**config.mk**
```make
export PLATFORM = sky130hd
export DESIGN_NAME = sbsr_top
export DESIGN_NICKNAME = d
export VERILOG_FILES = /design/src/design/sbsr_pkg.sv /design/src/design/sbsr_evt_if.sv /design/src/design/sbsr_event_latch.sv /design/src/design/sbsr_top.sv
export SDC_FILE = /design/constraint.sdc
export NUM_CORES = 1
export LEC_CHECK = 0
export BUFFER_PORTS_ARGS = -buffer_cell sky130_fd_sc_hd__buf_2
export CORE_MARGIN = 8
export CORE_UTILIZATION = 35
export CTS_CLUSTER_SIZE = 25
export DETAILED_ROUTE_END_ITERATION = 10
export PLACE_DENSITY = 0.66
export SLEW_MARGIN = 25
export SYNTH_ARGS = -nofsm -noshare
export SYNTH_HDL_FRONTEND = slang
export SYNTH_HIERARCHICAL = 1
export SYNTH_SLANG_ARGS = --single-unit
export TNS_END_PERCENT = 20
```
**constraint.sdc**
```tcl
create_clock -name i_clk -period 1.15 [get_ports i_clk]
set_input_delay 0.0575 -clock i_clk [delete_from_list [all_inputs] [get_ports i_clk]]
set_output_delay 0.0575 -clock i_clk [all_outputs]
set_load 0.005 [all_outputs]
```
**src/design/sbsr_pkg.sv**
```systemverilog
// Purpose: shared constants and types for the status byte / service request block
// Assumes: 8-bit status byte and standard event latch
// Notes:   error codes are signed 16-bit values
package sbsr_pkg;
    // ---------------------------------------------------------------
    // widths
    // ---------------------------------------------------------------
    localparam int unsigned REG_W = 8;                 // width of every register
    localparam int unsigned CODE_W = 16;               // error code width
    typedef logic [REG_W-1:0] sbsr_byte_t;             // one register byte
    typedef logic signed [CODE_W-1:0] sbsr_code_t;     // error queue code

    // ---------------------------------------------------------------
    // status byte bit positions
    // ---------------------------------------------------------------
    localparam int unsigned SSB_ERRQ = 2;              // error queue not empty
    localparam int unsigned SSB_QUES = 3;              // questionable summary
    localparam int unsigned SSB_MSG = 4;               // message available
    localparam int unsigned SSB_SEV = 5;               // standard event summary
    localparam int unsigned SSB_MAIN = 6;              // main summary
    localparam int unsigned SSB_OPER = 7;              // operation summary

    // ---------------------------------------------------------------
    // standard event latch bit positions
    // ---------------------------------------------------------------
    localparam int unsigned SEL_OPC = 0;               // operation complete
    localparam int unsigned SEL_QYE = 2;               // query error
    localparam int unsigned SEL_DDE = 3;               // device dependent error
    localparam int unsigned SEL_EXE = 4;               // execution error
    localparam int unsigned SEL_CME = 5;               // command error
    localparam int unsigned SEL_URQ = 6;               // user request
    localparam int unsigned SEL_PON = 7;               // power on

    // ---------------------------------------------------------------
    // reset values and used-bit masks
    // ---------------------------------------------------------------
    localparam sbsr_byte_t MASK_RST = 8'h00;           // masks after reset
    localparam sbsr_byte_t SEL_RST = 8'h80;            // latch after reset: power on
    localparam sbsr_byte_t SSB_USED = 8'hFC;           // bits 0 and 1 unused
    localparam sbsr_byte_t SEL_USED = 8'hFD;           // bit 1 unused
    localparam sbsr_byte_t SRM_REQ_MASK = 8'hBF;       // bit 6 ignored in requests

    // ---------------------------------------------------------------
    // error code ranges
    // ---------------------------------------------------------------
    localparam sbsr_code_t CME_CODE = -16'sd100;       // command error code
    localparam sbsr_code_t EXE_CODE = -16'sd200;       // execution error code
    localparam sbsr_code_t QYE_CODE = -16'sd400;       // query error code
    localparam sbsr_code_t DDE_LO = -16'sd399;         // device error lowest
    localparam sbsr_code_t DDE_HI = -16'sd300;         // device error highest

    // ---------------------------------------------------------------
    // command access kinds
    // ---------------------------------------------------------------
    typedef enum logic [2:0]
    {
        SBSR_CMD_NONE     = 3'b000,
        SBSR_CMD_RD_SSB   = 3'b001,
        SBSR_CMD_POLL     = 3'b010,
        SBSR_CMD_WR_SRM   = 3'b011,
        SBSR_CMD_RD_SRM   = 3'b100,
        SBSR_CMD_WR_SEM   = 3'b101,
        SBSR_CMD_RD_SEM   = 3'b110,
        SBSR_CMD_RD_SEL   = 3'b111
    } sbsr_cmd_e;
endpackage

```
**src/design/sbsr_evt_if.sv**
```systemverilog
// Purpose: carries standard event pulses into the latch
// Assumes: single clock domain
// Notes:   one-cycle pulses, one bit per latch position
`timescale 1ns/1ps
`default_nettype none
interface sbsr_evt_if;
    logic [7:0] set;     // per-bit set pulses
    logic       clr;     // read-and-clear strobe
    logic [7:0] value;   // latch contents
    modport src (output set, output clr, input value);
    modport dst (input set, input clr, output value);
endinterface
`default_nettype wire

```
**src/design/sbsr_event_latch.sv**
```systemverilog
// Purpose: sticky event latch with read-to-clear
// Assumes: set pulses from the same clock
// Notes:   a set in the clear cycle survives the clear
`timescale 1ns/1ps
`default_nettype none
module sbsr_event_latch
    import sbsr_pkg::*;
(
    // clock and reset
    input  wire logic i_clk,
    input  wire logic i_rst,
    // event side
    sbsr_evt_if.dst   evt
);
    sbsr_byte_t lat_q; // latched events

    // ---------------------------------------------------------------
    // latch: set beats clear, unused bit held at zero
    // ---------------------------------------------------------------
    always_ff @(posedge i_clk)
    begin
        if (i_rst)
        begin
            lat_q <= SEL_RST; // power on event recorded
        end
        else if (evt.clr)
        begin
            lat_q <= evt.set & SEL_USED; // read clears, new events kept
        end
        else
        begin
            lat_q <= (lat_q | evt.set) & SEL_USED;
        end
    end

    assign evt.value = lat_q;

    // ---------------------------------------------------------------
    // checks
    // ---------------------------------------------------------------
    sticky_set_a: assert property (@(posedge i_clk) disable iff (i_rst)
        (|(evt.set & SEL_USED)) |=> ((lat_q & $past(evt.set) & SEL_USED) == ($past(evt.set) & SEL_USED)))
        else $error("event set lost");
    unused_zero_a: assert property (@(posedge i_clk) disable iff (i_rst)
        lat_q[1] == 1'b0)
        else $error("unused latch bit set");
endmodule // sbsr_event_latch
`default_nettype wire

```
**src/design/sbsr_top.sv**
```systemverilog
// Purpose: status byte, service request mask and standard event latch
// Assumes: commands decoded upstream into one-cycle access pulses
// Notes:   answers are registered one cycle after the access
`timescale 1ns/1ps
`default_nettype none
module sbsr_top
    import sbsr_pkg::*;
(
    // clock and reset
    input  wire logic            i_clk,
    input  wire logic            i_rst,
    // command access
    input  wire sbsr_pkg::sbsr_cmd_e i_cmd,
    input  wire logic            i_cmd_valid,
    input  wire logic [7:0]      i_wdata,
    output var  logic [7:0]      o_rdata,
    output var  logic            o_rvalid,
    // summaries from lower registers and queues
    input  wire logic            i_errq_push,
    input  wire logic            i_errq_empty,
    input  wire logic            i_ques_sum,
    input  wire logic            i_oper_sum,
    input  wire logic            i_msg_avail,
    // standard event sources
    input  wire logic            i_opc_cmd,
    input  wire logic            i_cmds_idle,
    input  wire logic            i_read_no_query,
    input  wire logic            i_unread_overrun,
    input  wire logic            i_dev_err,
    input  wire logic            i_exe_err,
    input  wire logic            i_cmd_err,
    input  wire logic            i_go_local,
    // error queue entry
    output var  logic            o_err_push,
    output var  logic [15:0]     o_err_code,
    // service request
    output var  logic            o_srq
);
    import sbsr_pkg::*;

    // ---------------------------------------------------------------
    // state
    // ---------------------------------------------------------------
    sbsr_byte_t srm_q;          // service request mask
    sbsr_byte_t sem_q;          // standard event mask
    sbsr_byte_t ssb_q;          // registered status byte
    sbsr_byte_t ssb_d;          // next status byte
    sbsr_byte_t sel_prev_q;     // latch value one cycle ago
    logic       sev_q;          // standard event summary
    logic       errq_q;         // error queue not empty
    logic       opc_pend_q;     // operation complete waiting
    logic       srq_q;          // service request pulse
    logic [7:0] rdata_q;        // answer data
    logic       rvalid_q;       // answer strobe
    logic       push_q;         // error queue push
    sbsr_code_t code_q;         // error queue code
    logic       rd_sel;         // latch read this cycle

    sbsr_evt_if evt ();         // event latch link

    assign rd_sel = i_cmd_valid && (i_cmd == SBSR_CMD_RD_SEL);

    // ---------------------------------------------------------------
    // standard event set pulses
    // ---------------------------------------------------------------
    always_comb
    begin
        evt.set = '0;
        evt.set[SEL_OPC] = opc_pend_q && i_cmds_idle;
        evt.set[SEL_QYE] = i_read_no_query || i_unread_overrun;
        evt.set[SEL_DDE] = i_dev_err;
        evt.set[SEL_EXE] = i_exe_err;
        evt.set[SEL_CME] = i_cmd_err;
        evt.set[SEL_URQ] = i_go_local;
    end
    assign evt.clr = rd_sel;

    sbsr_event_latch u_latch
    (
        .i_clk (i_clk),
        .i_rst (i_rst),
        .evt   (evt.dst)
    );

    // ---------------------------------------------------------------
    // operation complete waits for prior commands
    // ---------------------------------------------------------------
    always_ff @(posedge i_clk)
    begin
        if (i_rst)
        begin
            opc_pend_q <= 1'b0;
        end
        else if (i_opc_cmd)
        begin
            opc_pend_q <= 1'b1;
        end
        else if (i_cmds_idle)
        begin
            opc_pend_q <= 1'b0;
        end
    end

    // ---------------------------------------------------------------
    // error queue codes for each error kind
    // ---------------------------------------------------------------
    always_ff @(posedge i_clk)
    begin
        if (i_rst)
        begin
            push_q <= 1'b0;
            code_q <= '0;
        end
        else
        begin
            push_q <= i_cmd_err || i_exe_err || i_dev_err || evt.set[SEL_QYE];
            if (i_cmd_err)
            begin
                code_q <= CME_CODE;
            end
            else if (i_exe_err)
            begin
                code_q <= EXE_CODE;
            end
            else if (i_dev_err)
            begin
                code_q <= DDE_HI;
            end
            else if (evt.set[SEL_QYE])
            begin
                code_q <= QYE_CODE;
            end
        end
    end

    // ---------------------------------------------------------------
    // masks written by set commands
    // ---------------------------------------------------------------
    always_ff @(posedge i_clk)
    begin
        if (i_rst)
        begin
            srm_q <= MASK_RST;
            sem_q <= MASK_RST;
        end
        else if (i_cmd_valid)
        begin
            if (i_cmd == SBSR_CMD_WR_SRM)
            begin
                srm_q <= i_wdata;
            end
            if (i_cmd == SBSR_CMD_WR_SEM)
            begin
                sem_q <= i_wdata;
            end
        end
    end

    // ---------------------------------------------------------------
    // standard event summary: set while any masked latch bit is set, drops when cleared
    // ---------------------------------------------------------------
    always_ff @(posedge i_clk)
    begin
        if (i_rst)
        begin
            sel_prev_q <= SEL_RST;
            sev_q      <= 1'b0;
            errq_q     <= 1'b0;
        end
        else
        begin
            sel_prev_q <= evt.value;
            sev_q      <= |(evt.value & sem_q & SEL_USED);
            errq_q     <= i_errq_push || (errq_q && !i_errq_empty);
        end
    end

    // ---------------------------------------------------------------
    // status byte assembly
    // ---------------------------------------------------------------
    always_comb
    begin
        ssb_d = '0;
        ssb_d[SSB_ERRQ] = errq_q;
        ssb_d[SSB_QUES] = i_ques_sum;
        ssb_d[SSB_MSG]  = i_msg_avail;
        ssb_d[SSB_SEV]  = sev_q;
        ssb_d[SSB_OPER] = i_oper_sum;
        ssb_d[SSB_MAIN] = |(ssb_d & srm_q & SRM_REQ_MASK);
        ssb_d = ssb_d & SSB_USED;
    end

    // bit two only rises after a push, which already raised its own request;
    // leaving it out of the rise term keeps one request per queue entry
    localparam sbsr_byte_t RISE_MASK = SRM_REQ_MASK & ~(sbsr_byte_t'(1) << SSB_ERRQ);

    always_ff @(posedge i_clk)
    begin
        if (i_rst)
        begin
            ssb_q <= '0;
            srq_q <= 1'b0;
        end
        else
        begin
            ssb_q <= ssb_d;
            // a fresh masked rise, or a new queue entry while masked in
            srq_q <= |(ssb_d & ~ssb_q & srm_q & RISE_MASK)
                  || (i_errq_push && srm_q[SSB_ERRQ]);
        end
    end

    // ---------------------------------------------------------------
    // answers to read accesses
    // ---------------------------------------------------------------
    always_ff @(posedge i_clk)
    begin
        if (i_rst)
        begin
            rdata_q  <= '0;
            rvalid_q <= 1'b0;
        end
        else
        begin
            rvalid_q <= 1'b0;
            if (i_cmd_valid)
            begin
                unique case (i_cmd)
                    SBSR_CMD_RD_SSB, SBSR_CMD_POLL:
                    begin
                        rdata_q  <= ssb_q;
                        rvalid_q <= 1'b1;
                    end
                    SBSR_CMD_RD_SRM:
                    begin
                        rdata_q  <= srm_q;
                        rvalid_q <= 1'b1;
                    end
                    SBSR_CMD_RD_SEM:
                    begin
                        rdata_q  <= sem_q;
                        rvalid_q <= 1'b1;
                    end
                    SBSR_CMD_RD_SEL:
                    begin
                        rdata_q  <= evt.value;
                        rvalid_q <= 1'b1;
                    end
                    SBSR_CMD_NONE, SBSR_CMD_WR_SRM, SBSR_CMD_WR_SEM:
                    begin
                        rvalid_q <= 1'b0;
                    end
                endcase
            end
        end
    end

    assign o_rdata    = rdata_q;
    assign o_rvalid   = rvalid_q;
    assign o_srq      = srq_q;
    assign o_err_push = push_q;
    assign o_err_code = code_q;

    // ---------------------------------------------------------------
    // checks
    // ---------------------------------------------------------------
    main_summary_a: assert property (@(posedge i_clk) disable iff (i_rst)
        ssb_q[SSB_MAIN] == |(ssb_q & $past(srm_q) & SRM_REQ_MASK))
        else $error("main summary wrong");
    mask_six_a: assert property (@(posedge i_clk) disable iff (i_rst)
        ((srm_q & SRM_REQ_MASK) == 8'h00) |=> (!o_srq && !ssb_q[SSB_MAIN]))
        else $error("request with only bit six in mask");
    srq_rise_a: assert property (@(posedge i_clk) disable iff (i_rst)
        (i_ques_sum && !$past(i_ques_sum) && srm_q[SSB_QUES] && $stable(srm_q)) |=> o_srq)
        else $error("no request on masked rise");
    errq_bit_a: assert property (@(posedge i_clk) disable iff (i_rst)
        i_errq_push |=> ##1 ssb_q[SSB_ERRQ])
        else $error("error queue bit missing");
    errq_srq_a: assert property (@(posedge i_clk) disable iff (i_rst)
        (i_errq_push && srm_q[SSB_ERRQ]) |=> o_srq)
        else $error("no request for queue entry");
    sev_follow_a: assert property (@(posedge i_clk) disable iff (i_rst)
        (|(evt.value & sem_q)) |=> sev_q)
        else $error("event summary missing");
    sev_rise_a: assert property (@(posedge i_clk) disable iff (i_rst)
        (|(evt.value & ~sel_prev_q & sem_q)) |=> ##1 ssb_q[SSB_SEV])
        else $error("latch rise lost in summary");
    opc_wait_a: assert property (@(posedge i_clk) disable iff (i_rst)
        evt.set[SEL_OPC] |-> i_cmds_idle)
        else $error("opc before idle");
    rd_clear_a: assert property (@(posedge i_clk) disable iff (i_rst)
        (rd_sel && !(|evt.set)) |=> evt.value == 8'h00)
        else $error("latch not cleared by read");
    unused_ssb_a: assert property (@(posedge i_clk) disable iff (i_rst)
        ssb_q[1:0] == 2'b00)
        else $error("unused status bits set");
    sel_answer_a: assert property (@(posedge i_clk) disable iff (i_rst)
        rd_sel |=> (o_rvalid && o_rdata == $past(evt.value)))
        else $error("latch answer wrong");

    // ---------------------------------------------------------------
    // checks: answers, mask writes and error codes
    // ---------------------------------------------------------------
    poll_answer_a: assert property (@(posedge i_clk) disable iff (i_rst)
        (i_cmd_valid && i_cmd == SBSR_CMD_POLL) |=> (o_rvalid && o_rdata == $past(ssb_q)))
        else $error("poll answer wrong");
    srm_answer_a: assert property (@(posedge i_clk) disable iff (i_rst)
        (i_cmd_valid && i_cmd == SBSR_CMD_RD_SRM) |=> (o_rvalid && o_rdata == $past(srm_q)))
        else $error("request mask answer wrong");
    sem_write_a: assert property (@(posedge i_clk) disable iff (i_rst)
        (i_cmd_valid && i_cmd == SBSR_CMD_WR_SEM) |=> (sem_q == $past(i_wdata)))
        else $error("event mask write lost");
    cme_code_a: assert property (@(posedge i_clk) disable iff (i_rst)
        i_cmd_err |=> (o_err_push && o_err_code == CME_CODE))
        else $error("command error code wrong");

    srq_seen_c: cover property (@(posedge i_clk) o_srq);
    poll_c: cover property (@(posedge i_clk) i_cmd_valid && i_cmd == SBSR_CMD_POLL);
    sev_c: cover property (@(posedge i_clk) ssb_q[SSB_SEV]);
    errq_srq_c: cover property (@(posedge i_clk) i_errq_push && srm_q[SSB_ERRQ]);
endmodule // sbsr_top
`default_nettype wire

```
# Yosys cells after proc, flatten, opt, wreduce, memory -nomap -nowiden
# Cells that the tools add are included.
[totals] reg_bits=60 inputBits=27 output_inout_bits=27 elab_cells=67
[op_classes] n_eq_ne=7 muxes=9 n_bitwise=7 reduce_logical=29
[op_table] operator="16-bit 2-to-1 mux" n=4
[op_table] operator="8-bit bitwise AND" n=4
[op_table] operator="8-bit case mux with 4 select lines" n=1
[op_table] operator="7-bit OR reduction" n=2
[op_table] operator="3-bit equality test (second input constant)" n=4
[op_table] operator="8-bit 2-to-1 mux" n=1
[op_table] operator="8-bit inverter" n=1
[op_table] operator="8-bit by 7-bit bitwise OR with 8-bit output" n=1
[op_table] operator="4-bit nonzero test" n=2
[op_table] operator="3-bit by 2-bit equality test with 1-bit output (second input constant)" n=2
[op_table] operator="1-bit logical OR" n=6
[op_table] operator="2-bit AND reduction" n=3
[op_table] operator="2-bit OR reduction" n=3
[op_table] operator="3-bit OR reduction" n=2
[op_table] operator="6-bit OR reduction" n=1
[op_table] operator="5-bit OR reduction" n=1
[op_table] operator="1-bit logical AND" n=4
[op_table] operator="2-bit nonzero test" n=2
[op_table] operator="3-bit by 1-bit equality test with 1-bit output (second input constant)" n=1
[op_table] operator="3-bit zero test" n=1
[op_table] operator="3-bit nonzero test" n=1
[op_table] operator="1-bit 2-to-1 mux" n=2
[op_table] operator="1-bit case mux with 2 select lines" n=1
[op_table] operator="1-bit zero test" n=1
[op_table] operator="1-bit inverter" n=1

# Longest topological paths before layout
[depth] ltp_word=6 ltp_mapped=6

# Hierarchy
# Netlist, hierarchy kept.
[by_module_without_submodules] module="sbsr_top" instances=1 cells_each=218 area_each_um2=1839.3 seq_area_each_um2=820.8
[by_module_without_submodules] module="sbsr_event_latch" instances=1 cells_each=30 area_each_um2=254.0 seq_area_each_um2=140.1

# Worst setup path before layout
# No wires, ideal clock.
[synth_timing] kind="input port to flip-flop" from="input port i_cmd[2]" to="register rdata_q[7] (netlist: o_rdata[7])" setup_time_ns=0.067 arrival_ns=1.015 setup_slack_ns=0.067 stages=6 n_path_buf=2 cell_sequence="buf_2 xor2_1 a21o_1 buf_6 a211o_1 a21oi_2"
[synth_between] elab_chain_len=4
[synth_rtl] item="start: declaration" line_no="sbsr_top.sv:13" text="input wire sbsr_pkg::sbsr_cmd_e i_cmd,"
[synth_rtl] item="3-bit by 1-bit equality test with 1-bit output or 3-bit by 2-bit equality test with 1-bit output (tied branches)" line_no="sbsr_top.sv:228" text="unique case (i_cmd)"
[synth_rtl] item="2-bit OR reduction" line_no="sbsr_top.sv:228"
[synth_rtl] item="4-bit nonzero test (no source line)"
[synth_rtl] item="2-bit AND reduction (no source line)"
[synth_rtl] item="end signal: assignment" line_no="sbsr_top.sv:231" text="rdata_q <= ssb_q;"
[synth_rtl] item="end signal: assignment" line_no="sbsr_top.sv:236" text="rdata_q <= srm_q;"
[synth_rtl] item="end signal: assignment" line_no="sbsr_top.sv:241" text="rdata_q <= sem_q;"
[synth_rtl] item="end: declaration" line_no="sbsr_top.sv:53" text="logic [7:0] rdata_q;"
# Several ways; a longest one is shown, not always the timed one.
# A chain may end at the register's enable or synchronous reset.

# Worst setup path after layout
[layout_timing] from="register sem_q[6]" to="register rdata_q[6] (netlist: o_rdata[6])"
[layout_between] elab_chain_len=1
[layout_rtl] item="start: declaration" line_no="sbsr_top.sv:45" text="sbsr_byte_t sem_q;"
[layout_rtl] item="start signal: assignment" line_no="sbsr_top.sv:154" text="sem_q <= i_wdata;"
[layout_rtl] item="8-bit case mux with 4 select lines" line_no="sbsr_top.sv:228"
# No other way between the ends.

==> results.md <==
## Timing
• -0.007022 ps — worst hold slack
• 1 — number of hold-slack violations in the final timing report
• 0.9258 — crit share post-route
• 0 — Max Slew Vio Count
• false — unrepaired setup endpoints after global routing
• 6.093 ps — Post-Route Skew
• 0.9393 GHz — Max Clk Rate
• 0 — number of setup violations in the final report
• 0 ps — Setup Total Neg Slack
• 1065 ps — time the worst path needs with I/O delays and setup

## Finish
• 584 — layout filler cell count
• 0 — antenna cells
• 24.09% — area grow syn2layout
• 0.4440 — utilization of the core after routing
• 0.2492 — fraction of final layout cells with drive strength greater than 1
• buf_2 (51), dfxtp_1 (46), nand2_1 (45), a21oi_1 (35), nor2_1 (14) — commonest cells after routing, fill and taps aside
• buf_2 — leading cell type in the layout, fill and taps excluded
• 331 — layout net count

## Power
• 1.098 nW — total leakage power
• 1242 nW/µm² — areal power density over the cells
• 0.128 — Logic pwr share
• 0.002416 W — internal power summed over all cells
• 0.552 — Flop pwr share
• 0.4972 mV — highest ir drop seen on vdd
• 0.0008093 W — net switching component of the power
• 0.320 — portion of total power attributed to the clock network
• 0.2509 — net switching fraction of the power

## CTS
• 5 — CTS buffer count
• 48 — number of sinks handled by clock tree synthesis
• yes — clock tree from TritonCTS
• 300 ps — insertion delay to the later sink of the worst-skew pair
• clkbuf_8 — CTS Root Cell
• 2 — Max Root-Sink Buffers
• 2 — level count of the clock H-tree
• 0 — Post CTS Setup Buffer Count
• 90 ps — clock-pin slew on the worst setup and hold paths

## Routing
• 4.792 — via-per-instance ratio
• 5.106 mm — final wirelength
• 118 — DR iter-0 viols
• 13.44 µm — mean routed wirelength per cell
• 0 — residual antenna-violating net count after detailed routing
• 0 — post-route DRC violation count
• 6 — router iterations before antenna repair
• 1,821 — number of vias in the routed layout

## Synthesis
• 248 — Post-Syn Instances
• 0.4591 — share of the synthesized area in the top cell type
• 0.4591 — share of the yosys chip area belonging to registers
• 6 — Ys Warns
• 8.441 µm² — average cell area after synthesis
• 48 — number of register bits inferred by synthesis
• 2093 µm² — Post-Syn Area
• dfxtp_1 — largest area contributor in the synthesized netlist
• 34 — Netlist cell types
• dfxtp_1 (46%), a21oi_1 (8.4%), nand2_1 (8.1%) — cells taking the most area after synthesis

## Hold path
• primary input to register — class of the tightest hold or removal check

## Setup path
• 1390 ps — Critical Path RT
• 1310 ps — arrival time at the worst endpoint
• 3 — maximum fanout count along the critical path
• register — CP Capture Type
• register to register — crit path kind
• register — startpoint type of the worst setup path

## Global routing
• 0.1215 — Tot GR Track Use
• 0 — antenna violations before repair
• 1,751 — via count of the first global-routing pass
• 8.487 mm — first-pass GRT wire length
• 0 — Congestion Overflow GR
• 42 — pin count of the biggest net entering global routing

## Run status
• hold timing — violated checks
• finished, violations left — status

## Die
• 54 — I/O pin count
• 93.34 µm — height of the chip
• 28 — number of cell rows
• 8711 µm² — full die area
• 0.3578 — effective utilization at floorplan
• 93.34 µm — Chip Width
• 5851 µm² — area inside the core boundary

## Placed design
• 0.8258 — gpl congestion
• 51 — port buffer count
• 3.895 mm — total half-perimeter wirelength after legalization and detailed placement

## Flow run
• 0 — max cap viols

## metal layers
| metal | wire, µm | GRT usage |
|---|---|---|
| met1 | 2340 | 0.1515 |
| met2 | 2310 | 0.1898 |
| met3 | 360 | 0.03606 |
| met4 | 95 | 0.05101 |
| met5 | 0 | 0 |
## flip-flops by register name (all words and copies together), names as in the netlist
name	flops
errq_q	1
o_err_code	5
o_err_push	1
o_rdata	8
o_rvalid	1
o_srq	1
opc_pend_q	1
sem_q	8
sev_q	1
srm_q	8
ssb_q	6
u_latch/evt.value	7
## power by group through the flow
stage | Sequential [W] | Combinational [W] | Clock, W
after detailed placement | 0.00182 | 0.000389 | 0
after global routing | 0.00179 | 0.000464 | 0.00113
after floorplan | 0.00181 | 0.000255 | 0
after CTS | 0.00178 | 0.000417 | 0.00106
final | 0.00178 | 0.000413 | 0.00103
after global placement | 0.00182 | 0.000385 | 0
## area by class of cell
class                   instances  area, µm²  area share
flip-flops and latches         48      963.4      0.3709
repair buffers                 72      475.5      0.1830
clock buffers                   6      82.58     0.03179
multi-input cells             165      927.1      0.3569
well taps                      75      93.84     0.03613
clock inverters                 2      10.01    0.003854
inverters                      12      45.04     0.01734
## final timing paths
check                                             start                       to  slack, ps  cells after the start
worst max-delay path              sem_q[6]$_SDFFE_PP0P_  o_rdata[6]$_SDFFE_PP0P_         90                      4
worst min-delay path                         i_wdata[4]    sem_q[4]$_SDFFE_PP0P_     -0.007                      3
worst max register to register    sem_q[6]$_SDFFE_PP0P_  o_rdata[6]$_SDFFE_PP0P_         90                      4
worst min register to register  o_rdata[6]$_SDFFE_PP0P_  o_rdata[6]$_SDFFE_PP0P_        450                      2
## what timing repair did
action / 4_1_cts / 5_1_grt
hold endpoints to repair: 13 / 0
endpoints found under the setup margin: 0 / 1
hold buffers: 10 / 0
gates resized for setup: 0 / 2
## worst max-delay path, cell delays in order, from the launching register on
cell	delay (ps)
dfxtp_1	370
mux2i_1	120
o2bb2ai_1	140
a211o_1	270
a21oi_1	110
## cell usage after synthesis
cell type / instances
dfxtp_1: 48
nand2_1: 45
a21oi_1: 35
nor2_1: 14
buf_4: 12
inv_1: 12
mux2i_1: 8
o22ai_1: 7
a211o_1: 6
nand2b_1: 6
nor2b_1: 6
o2bb2ai_1: 6
clkbuf_1: 5
buf_2: 4
a22oi_1: 3
buf_6: 3
nor3_1: 3
o21ai_0: 3
a31oi_1: 2
a32oi_1: 2
conb_1: 2
nand3_1: 2
nand4b_1: 2
nor3b_2: 2
a2111oi_0: 1
a21o_1: 1
a21oi_2: 1
a222oi_1: 1
a41oi_1: 1
and2_1: 1
clkbuf_2: 1
o21ba_2: 1
o31ai_1: 1
xor2_1: 1
## logic make-up after synthesis
kind of cell              share of synthesized area
AOI/OAI and AO/OA                            0.2164
xor gates and xnor gates                   0.004185
buffers and inverters                        0.1016
DFF                                          0.4591
muxes                                       0.03826
other                                      0.003588
and+or+nand+nor                              0.1769
## metrics by stage
stage | worst slack, ps | cell area (µm²) | cells | hold WS (ps) | power [W]
floorplan | 67.50 | 2101 | 250 | 126.6 | 0.002065
global placement | -18.26 | 2402 | 362 | 263.8 | 0.002203
detailed placement | -61.34 | 2402 | 362 | 279.2 | 0.002210
CTS | 71.92 | 2595 | 380 | 0.6863 | 0.003258
global route | 9.650 | 2597 | 380 | 6.899 | 0.003386
finish | 85.37 | 2597 | 380 | -0.007022 | 0.003226
Note: power is estimated with default switching activity, not from simulation.
